File: config.mk
export PLATFORM = sky130hd
export DESIGN_NAME = hpsd_top
export DESIGN_NICKNAME = d
export VERILOG_FILES = /design/src/core/hpsd_pkg.sv /design/src/core/hpsd_top.sv
export SDC_FILE = /design/constraint.sdc
export NUM_CORES = 1
export LEC_CHECK = 0
export ABC_AREA = 1
export CAP_MARGIN = 40
export CORE_MARGIN = 2
export CORE_UTILIZATION = 30
export DETAILED_ROUTE_END_ITERATION = 10
export DONT_BUFFER_PORTS = 1
export PLACE_DENSITY_LB_ADDON = 0.3
export SKIP_CTS_REPAIR_TIMING = 1
export SLEW_MARGIN = 20
export SYNTH_ARGS = -nofsm -noshare
export SYNTH_HDL_FRONTEND = slang
export SYNTH_SLANG_ARGS = --single-unit
export TNS_END_PERCENT = 20
File: constraint.sdc
create_clock -name clk -period 1.7 [get_ports clk]
set_input_delay 0.17 -clock clk [delete_from_list [all_inputs] [get_ports clk]]
set_output_delay 0.17 -clock clk [all_outputs]
set_load 0.1 [all_outputs]
File: src/core/hpsd_pkg.sv
// Constants shared by the host port strap decoder.
package hpsd_pkg;
  // Register byte offsets on the APB bus.
  localparam logic [7:0] OFF_USER_BAUD = 8'h00;
  localparam logic [7:0] OFF_CHAIN_MODE = 8'h04;
  localparam logic [7:0] OFF_HOST_CMD = 8'h08;
  localparam logic [7:0] OFF_STATUS = 8'h0c;
  localparam logic [7:0] OFF_BAUD_NOW = 8'h10;
  // Status register field positions.
  localparam int ST_ID_LSB = 0;
  localparam int ST_FIXED_BIT = 6;
  localparam int ST_RS485_BIT = 7;
  localparam int ST_ADDR_BIT = 8;
  localparam int ST_READY_BIT = 9;
  // Clock rate and baud figures.
  localparam int CLK_HZ = 10000000;
  localparam int FIXED_BAUD = 9600;
  localparam logic [15:0] FIXED_DIV = 16'((CLK_HZ + FIXED_BAUD / 2) / FIXED_BAUD);
  // Values after reset.
  localparam logic [15:0] USER_DIV_RST = 16'h0411;
  localparam logic [1:0] CHAIN_MODE_RST = 2'h0;
  // Cycles from reset release until the synchronised straps are trusted.
  localparam logic [2:0] SETTLE_CYCLES = 3'h4;
  // Prompt character returned after each accepted host command.
  localparam logic [7:0] PROMPT_CHAR = 8'h3e;
  // Identifier width and offset.
  localparam int ID_BITS = 5;
  localparam logic [5:0] ID_BASE = 6'h01;
  typedef enum logic [1:0] {HPSD_WAIT, HPSD_SAMPLE, HPSD_RUN} hpsd_phase_t;
endpackage

File: src/core/hpsd_top.sv
// Host port strap decoder with APB register access.
// How it works
// - Reset samples baud switch, sets host rate.
// - User position takes configured rate register.
// - Fixed position forces 9600, ignores configuration.
// - Identifier is the uninverted switch code plus one.
// - Identifier switches latched only at power-up.
// - Mode switch selects RS-232 or RS-485 port.
// - Prompt character follows every accepted host command.
// - Chain mode command selects chained communication mode.
//
// The APB slave port and the register addresses were decided locally.
module hpsd_top (
  input wire logic clk,
  input wire logic rstn,
  input wire logic porn,
  input wire logic ce,
  input wire logic baudFixedPin,
  input wire logic rs485Pin,
  input wire logic [4:0] idSelectPins,
  input wire logic psel,
  input wire logic penable,
  input wire logic pwrite,
  input wire logic [7:0] paddr,
  input wire logic [31:0] pwdata,
  output logic [31:0] prdata,
  output logic pready,
  output logic pslverr,
  input wire logic frameAddrValid,
  input wire logic [5:0] frameAddr,
  input wire logic txActive,
  output logic [15:0] baudDiv,
  output logic rs485Mode,
  output logic [5:0] unitId,
  output logic [1:0] chainMode,
  output logic promptValid,
  output logic [7:0] promptData,
  output logic txDriveEn
);
  typedef struct packed {
    logic [1:0] fixedSync;
    logic [1:0] rs485Sync;
    logic [9:0] idSync;
    logic [2:0] settle;
    hpsd_pkg::hpsd_phase_t phase;
    logic baudFixed;
    logic rs485;
    logic [15:0] userDiv;
    logic [15:0] baudDiv;
    logic [1:0] chainMode;
    logic addressed;
    logic promptValid;
    logic [7:0] promptData;
    logic [31:0] prdata;
  } hpsd_state_t;

  hpsd_state_t st_r;
  hpsd_state_t st_nxt;
  logic idTaken_r;
  logic [4:0] idCode_r;
  logic apbAccess;
  logic apbWrite;
  logic apbRead;
  logic mapped;
  logic [5:0] idNow;

  // The bus answers in the access cycle; a frozen block holds the master off.
  assign pready = ce;
  assign apbAccess = psel && penable && ce;
  assign apbWrite = apbAccess && pwrite;
  assign apbRead = apbAccess && !pwrite;
  assign mapped = (paddr == hpsd_pkg::OFF_USER_BAUD) || (paddr == hpsd_pkg::OFF_CHAIN_MODE) ||
                  (paddr == hpsd_pkg::OFF_HOST_CMD) || (paddr == hpsd_pkg::OFF_STATUS) ||
                  (paddr == hpsd_pkg::OFF_BAUD_NOW);
  assign pslverr = psel && penable && !mapped;

  // switch code plus one, not inverted
  // An OFF switch reads high on its pull-up and counts as a one.
  assign idNow = {1'b0, idCode_r} + hpsd_pkg::ID_BASE;

  // Next-state logic for everything except the identifier latch.
  always_comb
  begin
    st_nxt = st_r;
    st_nxt.promptValid = 1'b0;
    // Two flip-flops per strap before anything reads them.
    st_nxt.fixedSync = {st_r.fixedSync[0], baudFixedPin};
    st_nxt.rs485Sync = {st_r.rs485Sync[0], rs485Pin};
    st_nxt.idSync = {st_r.idSync[4:0], idSelectPins};
    unique case (st_r.phase)
      hpsd_pkg::HPSD_WAIT:
      begin
        if (st_r.settle == hpsd_pkg::SETTLE_CYCLES)
        begin
          st_nxt.phase = hpsd_pkg::HPSD_SAMPLE;
        end
        else
        begin
          st_nxt.settle = st_r.settle + 3'h1;
        end
      end
      hpsd_pkg::HPSD_SAMPLE:
      begin
        st_nxt.baudFixed = st_r.fixedSync[1];
        st_nxt.rs485 = st_r.rs485Sync[1];
        st_nxt.phase = hpsd_pkg::HPSD_RUN;
      end
      hpsd_pkg::HPSD_RUN:
      begin
        st_nxt.phase = hpsd_pkg::HPSD_RUN;
      end
    endcase
    st_nxt.baudDiv = st_nxt.baudFixed ? hpsd_pkg::FIXED_DIV : st_nxt.userDiv;
    // Register writes.
    if (apbWrite)
    begin
      if (paddr == hpsd_pkg::OFF_USER_BAUD)
      begin
        st_nxt.userDiv = pwdata[15:0];
      end
      if (paddr == hpsd_pkg::OFF_CHAIN_MODE)
      begin
        st_nxt.chainMode = pwdata[1:0];
      end
      if (paddr == hpsd_pkg::OFF_HOST_CMD)
      begin
        st_nxt.promptValid = 1'b1;
        st_nxt.promptData = hpsd_pkg::PROMPT_CHAR;
      end
    end
    // track addressed state
    // In RS-485 mode the driver stays off until a frame names this unit.
    if (frameAddrValid && st_r.phase == hpsd_pkg::HPSD_RUN && idTaken_r)
    begin
      st_nxt.addressed = (frameAddr == idNow);
    end
    // Read data is registered in the setup cycle, valid in the access cycle.
    st_nxt.prdata = 32'h0;
    if (psel && !penable && !pwrite)
    begin
      unique case (paddr)
        hpsd_pkg::OFF_USER_BAUD: st_nxt.prdata = {16'h0, st_r.userDiv};
        hpsd_pkg::OFF_CHAIN_MODE: st_nxt.prdata = {30'h0, st_r.chainMode};
        hpsd_pkg::OFF_STATUS:
        begin
          st_nxt.prdata[hpsd_pkg::ST_ID_LSB +: 6] = idTaken_r ? idNow : 6'h0;
          st_nxt.prdata[hpsd_pkg::ST_FIXED_BIT] = st_r.baudFixed;
          st_nxt.prdata[hpsd_pkg::ST_RS485_BIT] = st_r.rs485;
          st_nxt.prdata[hpsd_pkg::ST_ADDR_BIT] = st_r.addressed;
          st_nxt.prdata[hpsd_pkg::ST_READY_BIT] = (st_r.phase == hpsd_pkg::HPSD_RUN);
        end
        hpsd_pkg::OFF_BAUD_NOW: st_nxt.prdata = {16'h0, st_r.baudDiv};
        default: st_nxt.prdata = 32'h0;
      endcase
    end
  end

  // Main state register; the clock enable freezes everything.
  always_ff @(posedge clk or negedge rstn)
  begin
    if (!rstn)
    begin
      st_r <= '0;
      st_r.userDiv <= hpsd_pkg::USER_DIV_RST;
      st_r.chainMode <= hpsd_pkg::CHAIN_MODE_RST;
      st_r.baudDiv <= hpsd_pkg::USER_DIV_RST;
      st_r.phase <= hpsd_pkg::HPSD_WAIT;
    end
    else if (ce)
    begin
      st_r <= st_nxt;
    end
  end

  // latch identifier once
  // Only a power-on reset clears this; a plain reset keeps the identifier,
  // so moving the switches later has no effect until power cycles.
  always_ff @(posedge clk or negedge porn)
  begin
    if (!porn)
    begin
      idTaken_r <= 1'b0;
      idCode_r <= 5'h00;
    end
    else if (ce && !idTaken_r && st_r.phase == hpsd_pkg::HPSD_SAMPLE)
    begin
      idTaken_r <= 1'b1;
      idCode_r <= st_r.idSync[9:5];
    end
  end

  // Outputs.
  assign prdata = st_r.prdata;
  assign baudDiv = st_r.baudDiv;
  assign rs485Mode = st_r.rs485;
  assign unitId = idTaken_r ? idNow : 6'h0;
  assign chainMode = st_r.chainMode;
  assign promptValid = st_r.promptValid;
  assign promptData = st_r.promptData;
  // gate RS-485 driver
  // RS-232 owns its line alone, so it may drive whenever the port runs.
  assign txDriveEn = (st_r.phase == hpsd_pkg::HPSD_RUN) && txActive &&
                     (!st_r.rs485 || st_r.addressed);

  // Assertions guarding the decoded behaviour.
  a_fixed_rate_forced: assert property (@(posedge clk) disable iff (!rstn)
    st_r.phase == hpsd_pkg::HPSD_RUN && st_r.baudFixed |-> baudDiv == hpsd_pkg::FIXED_DIV)
    else $error("Fixed position did not force the fixed rate.");
  a_user_rate_used: assert property (@(posedge clk) disable iff (!rstn)
    ce && st_r.phase == hpsd_pkg::HPSD_RUN && !st_r.baudFixed && $stable(st_r.userDiv)
    |=> baudDiv == $past(st_r.userDiv))
    else $error("User position did not use the configured rate.");
  a_baud_sampled_once: assert property (@(posedge clk) disable iff (!rstn)
    ce && st_r.phase == hpsd_pkg::HPSD_SAMPLE |=> st_r.baudFixed == $past(st_r.fixedSync[1]))
    else $error("Baud switch not sampled after reset.");
  a_baud_held_run: assert property (@(posedge clk) disable iff (!rstn)
    st_r.phase == hpsd_pkg::HPSD_RUN ##1 st_r.phase == hpsd_pkg::HPSD_RUN |-> $stable(st_r.baudFixed))
    else $error("Baud selection changed while running.");
  a_mode_from_switch: assert property (@(posedge clk) disable iff (!rstn)
    ce && st_r.phase == hpsd_pkg::HPSD_SAMPLE |=> rs485Mode == $past(st_r.rs485Sync[1]))
    else $error("Port mode does not follow the mode switch.");
  a_id_decode: assert property (@(posedge clk) disable iff (!porn)
    idTaken_r |-> unitId == {1'b0, idCode_r} + 6'h01 && unitId >= 6'h01 && unitId <= 6'h20)
    else $error("Identifier decode out of range.");
  a_id_latched: assert property (@(posedge clk) disable iff (!porn)
    idTaken_r ##1 idTaken_r |-> $stable(idCode_r))
    else $error("Identifier changed after power-up latch.");
  a_prompt_after_cmd: assert property (@(posedge clk) disable iff (!rstn)
    apbWrite && paddr == hpsd_pkg::OFF_HOST_CMD |=> promptValid && promptData == 8'h3e)
    else $error("No prompt after an accepted host command.");
  a_chain_mode_write: assert property (@(posedge clk) disable iff (!rstn)
    apbWrite && paddr == hpsd_pkg::OFF_CHAIN_MODE |=> chainMode == $past(pwdata[1:0]))
    else $error("Chain mode command not applied.");
  a_rs485_driver_quiet: assert property (@(posedge clk) disable iff (!rstn)
    rs485Mode && !st_r.addressed |-> !txDriveEn)
    else $error("RS-485 driver enabled while not addressed.");

  // Further guards on the quieter corners of the block.
  // They watch what a short test rarely disturbs: holds, pulses and idle outputs.

  a_prompt_one_cycle: assert property (@(posedge clk) disable iff (!rstn)
    ce && promptValid && !(apbWrite && paddr == hpsd_pkg::OFF_HOST_CMD) |=> !promptValid)
    else $error("Prompt pulse lasted more than one cycle.");

  a_prompt_char: assert property (@(posedge clk) disable iff (!rstn)
    promptValid |-> promptData == hpsd_pkg::PROMPT_CHAR)
    else $error("Prompt pulse carried the wrong character.");

  a_driver_off_idle: assert property (@(posedge clk) disable iff (!rstn)
    !txActive |-> !txDriveEn)
    else $error("Line driver enabled with nothing to send.");

  a_driver_off_early: assert property (@(posedge clk) disable iff (!rstn)
    st_r.phase != hpsd_pkg::HPSD_RUN |-> !txDriveEn)
    else $error("Line driver enabled before the straps were sampled.");

  a_addressed_match: assert property (@(posedge clk) disable iff (!rstn)
    ce && frameAddrValid && st_r.phase == hpsd_pkg::HPSD_RUN && idTaken_r
    |=> st_r.addressed == ($past(frameAddr) == $past(idNow)))
    else $error("Addressed flag does not follow the frame address.");

  a_driver_rs232: assert property (@(posedge clk) disable iff (!rstn)
    !rs485Mode && st_r.phase == hpsd_pkg::HPSD_RUN && txActive |-> txDriveEn)
    else $error("RS-232 port did not drive while sending.");

  a_mode_held_run: assert property (@(posedge clk) disable iff (!rstn)
    st_r.phase == hpsd_pkg::HPSD_RUN ##1 st_r.phase == hpsd_pkg::HPSD_RUN |-> $stable(rs485Mode))
    else $error("Port mode changed while running.");

  a_baud_hold_wait: assert property (@(posedge clk) disable iff (!rstn)
    ce && st_r.phase == hpsd_pkg::HPSD_WAIT |=> $stable(st_r.baudFixed))
    else $error("Baud selection changed before sampling.");

  a_id_zero_early: assert property (@(posedge clk) disable iff (!porn)
    !idTaken_r |-> unitId == 6'h00)
    else $error("Identifier shown before it was latched.");

  a_id_taken_sample: assert property (@(posedge clk) disable iff (!porn)
    ce && !idTaken_r && st_r.phase == hpsd_pkg::HPSD_SAMPLE
    |=> idTaken_r && idCode_r == $past(st_r.idSync[9:5]))
    else $error("Identifier not latched at strap sampling.");

  a_chain_mode_hold: assert property (@(posedge clk) disable iff (!rstn)
    ce && !(apbWrite && paddr == hpsd_pkg::OFF_CHAIN_MODE) |=> $stable(chainMode))
    else $error("Chain mode changed without a command.");

  a_user_div_write: assert property (@(posedge clk) disable iff (!rstn)
    ce && apbWrite && paddr == hpsd_pkg::OFF_USER_BAUD |=> st_r.userDiv == $past(pwdata[15:0]))
    else $error("Configured rate write was not stored.");
endmodule

==> impl_results.md <==
- Outcome: finished, violations left
- Failing checks: hold timing, setup timing
- Crit end category: output port
- Worst-skew pair later-pin latency: around 0.34 ns
- Reg2reg start: st_r[79]$_DFFE_PN0P_
- Port-buffer cells: 0
- Largest net degree at the start of global routing: 75
- Final instance area: around 0.0052 mm^2
- Final Cycle Share: 1.05
- DIE AREA: roughly 0.015 mm^2
- Number of hold violations in the final report: 77
- Router iterations before antenna repair: 4
- Chip Width: 123 um
- CP arrival: between 1.5 and 2 ns
- DRC viols: 0
- Leakage: around 2.7 nW
- Final std cells w/o fill: 740
- Commonest non-fill, non-tap cell in the layout: nand2_1
- Wire length per cell: about 14 um
- GRT Util Overall: 0.138
- First-pass GRT wire length: ~16000 um
- Crit start category: register
- Vias in the first global route: 3126
- Initial antenna violation count: 0
- Final wirelength: about 10000 um
- Global routing met2 resource utilization: 0.221
- 1st-iter DRT viols: 143
- Final HPWL DP: 7320 um
- Die height: around 120 um
- GR Layer Usage met3: 0.0411
- Finished Core Util: 0.376
- Peak Freq: roughly 560 MHz
- Core ar.: approximately 0.014 mm^2
- Footprint of the multi-input gates: roughly 0.0017 mm^2
- Nets: a little over 600
- IR drop worst, VDD: 0.000638 V
- Max clock buf depth: 2
- Endpoints failing setup: 2
- Row count: between 40 and 50
- Clk sink count: 80
- Worst slew margin: 0.331
- Final setup skew: 0.0118 ns
- Vias/cell: around 4.4
- Met1 Resource Use GR: 0.176
- H-tree Lvls: 3
- Placed cells: about 700
- Max FO, Critical Path: 6
- Distinct cells, synth: 33
- IO Count: 131
- Mean area per synthesized cell: approximately 8.1 um^2
- Final WS setup: -0.0843 ns
- Worst EP required: about 1.5 ns
- Post-layout min period: 1.78 ns
- Power Dens Cells: 1350 mW/mm^2
- Max-capacitance violation count: 0
- Initial Util: 0.307
- Mapped Cells: 524
- Reg area: a little over 0.002 mm^2
- Total power draw: approximately 7.0 mW
- Post-Syn Area: 0.00425 mm^2
- Vias: 3261
- Filler cells: 1386
- Synthesis warning total: 0
- Critical path launch point: idCode_r[0]$_DFFE_PN0P_
- Grt ovf: 0
- Post-DRT Antenna Nets: 0
- Root Driver: clkbuf_16
- Slew @ Worst Pin: between 1 and 1.5 ns
- Crit path kind: reg2out
- Unrepaired setup endpoints after global routing: yes
- Sequential element share of the synthesized area: 0.473
- Layout cells sized above 1: 0.207
- Commonest non-fill, non-tap cells in the layout: 154 x nand2_1, 70 x dfrtp_1, 54 x inv_1
- Inserted Clock Buffers: 9
- GPL Wtd Cong: 0.781
- TritonCTS clock tree: done
- ANT cells: 0
- Clk pin slew, worst setup/hold paths: ~0.07 ns
- Hold crit path type: in2async
- Hold slack: -0.473 ns
- Placed cell area: about 0.0046 mm^2
- Flops & latches, synth: 80
- Layout area overhead: 22.4%
- Slew Viols, Final: 0
- Gr busiest metal: met2
-- critical path, stage by stage, from the launching register on --
cell,delay (ns)
dfrtp_2,0.44
ha_4,0.18
nand2_4,0.07
o21ai_4,0.17
nand2_2,0.09
nor2_4,0.14
buf_12,0.19
-- cells in the mapped netlist --
library cell / count / area share
nor2_2: 6 / 0.0088
o22a_1: 1 / 0.0021
inv_1: 55 / 0.049
xnor2_1: 2 / 0.0041
nand3b_1: 1 / 0.0018
xor2_1: 1 / 0.0021
nor2_8: 2 / 0.0094
nor4_1: 1 / 0.0015
o21ai_1: 2 / 0.0024
nand4_1: 5 / 0.0074
conb_1: 1 / 0.00088
a21oi_1: 22 / 0.026
nor2_1: 30 / 0.027
nor3b_2: 1 / 0.0029
inv_2: 7 / 0.0062
a22o_1: 1 / 0.0021
o21ai_0: 25 / 0.029
buf_4: 61 / 0.11
ha_1: 6 / 0.018
nand2_1: 155 / 0.14
o21bai_1: 1 / 0.0018
o22ai_1: 10 / 0.015
nor2_4: 2 / 0.0053
nand2_2: 5 / 0.0074
clkbuf_1: 5 / 0.0044
dfrtp_1: 74 / 0.44
nand3_1: 25 / 0.029
nor3_1: 1 / 0.0012
buf_2: 5 / 0.0059
nand2_4: 3 / 0.0080
o21ai_2: 1 / 0.0021
o211ai_1: 1 / 0.0018
dfstp_2: 6 / 0.037
-- metal layers --
metal / wire length, um / share of wire / vias to the layer above
met5: 0 / 0 / -
met4: 179 / 0.018 / 0
met3: 607 / 0.060 / 14
met2: 4780 / 0.47 / 88
met1: 4610 / 0.45 / 1541
li1: - / - / 1618
-- flip-flops by register name (all words and copies together), names as in the netlist --
| name | count |
|---|---|
| st_r | 30 |
| promptData | 1 |
| idCode_r | 5 |
| idTaken_r | 1 |
| rs485Mode | 1 |
| prdata | 16 |
| st_nxt | 7 |
| baudDiv | 16 |
| promptValid | 1 |
| chainMode | 2 |
-- report_power, final --
part           switching, mW  internal [mW]  total (mW)
logic                   1.87          0.512        2.38
registers              0.196           2.17        2.37
clock network          0.776           1.51        2.29
total                   2.84           4.20        7.04
-- worst paths after layout --
check                                                to  slack [ns]  cells after the start
worst max-delay path                          unitId[4]       -0.08                      6
worst min-delay path             baudDiv[1]$_DFFE_PN0P_       -0.47                      0
worst max register to register  baudDiv[15]$_DFFE_PN0P_        0.19                      5
worst min register to register   st_nxt[90]$_DFFE_PN0P_        0.47                      2
max in group asynchronous       idCode_r[1]$_DFFE_PN0P_        1.33                      1
min in group clk                   st_r[74]$_DFFE_PN0P_       -0.01                      2
-- cells by family after synthesis --
family                   count (synthesis)  share of synthesized area
AND/OR/NAND/NOR                        237                      0.247
buffers and inverters                  133                      0.173
flip-flops                              80                      0.473
AO/OA/AOI/OAI                           64                     0.0822
adder cells (fa/ha/maj)                  6                     0.0177
XOR/XNOR                                 3                    0.00619
other                                    1                   0.000883
-- through the flow --
stage | setup slack, ns | hold WS (ns) | setup TNS (ns)
2_1_floorplan | -0.193 | -0.126 | -0.499
3_3_place_gp | 0.225 | -0.125 | 0
3_5_place_dp | 0.160 | -0.125 | 0
4_1_cts | -0.218 | -0.499 | -0.617
5_1_grt | -0.146 | -0.495 | -0.387
6_report | -0.0843 | -0.473 | -0.0973
-- layout make-up --
type / count / area share
multi-input combinational: 329 / 0.318
clock inverter: 5 / 0.0197
clock buffer: 11 / 0.0486
sequential: 80 / 0.388
timing repair buffer: 73 / 0.137
inverter: 62 / 0.0448
tap: 180 / 0.0433
Power figures use the tool's default switching activity.
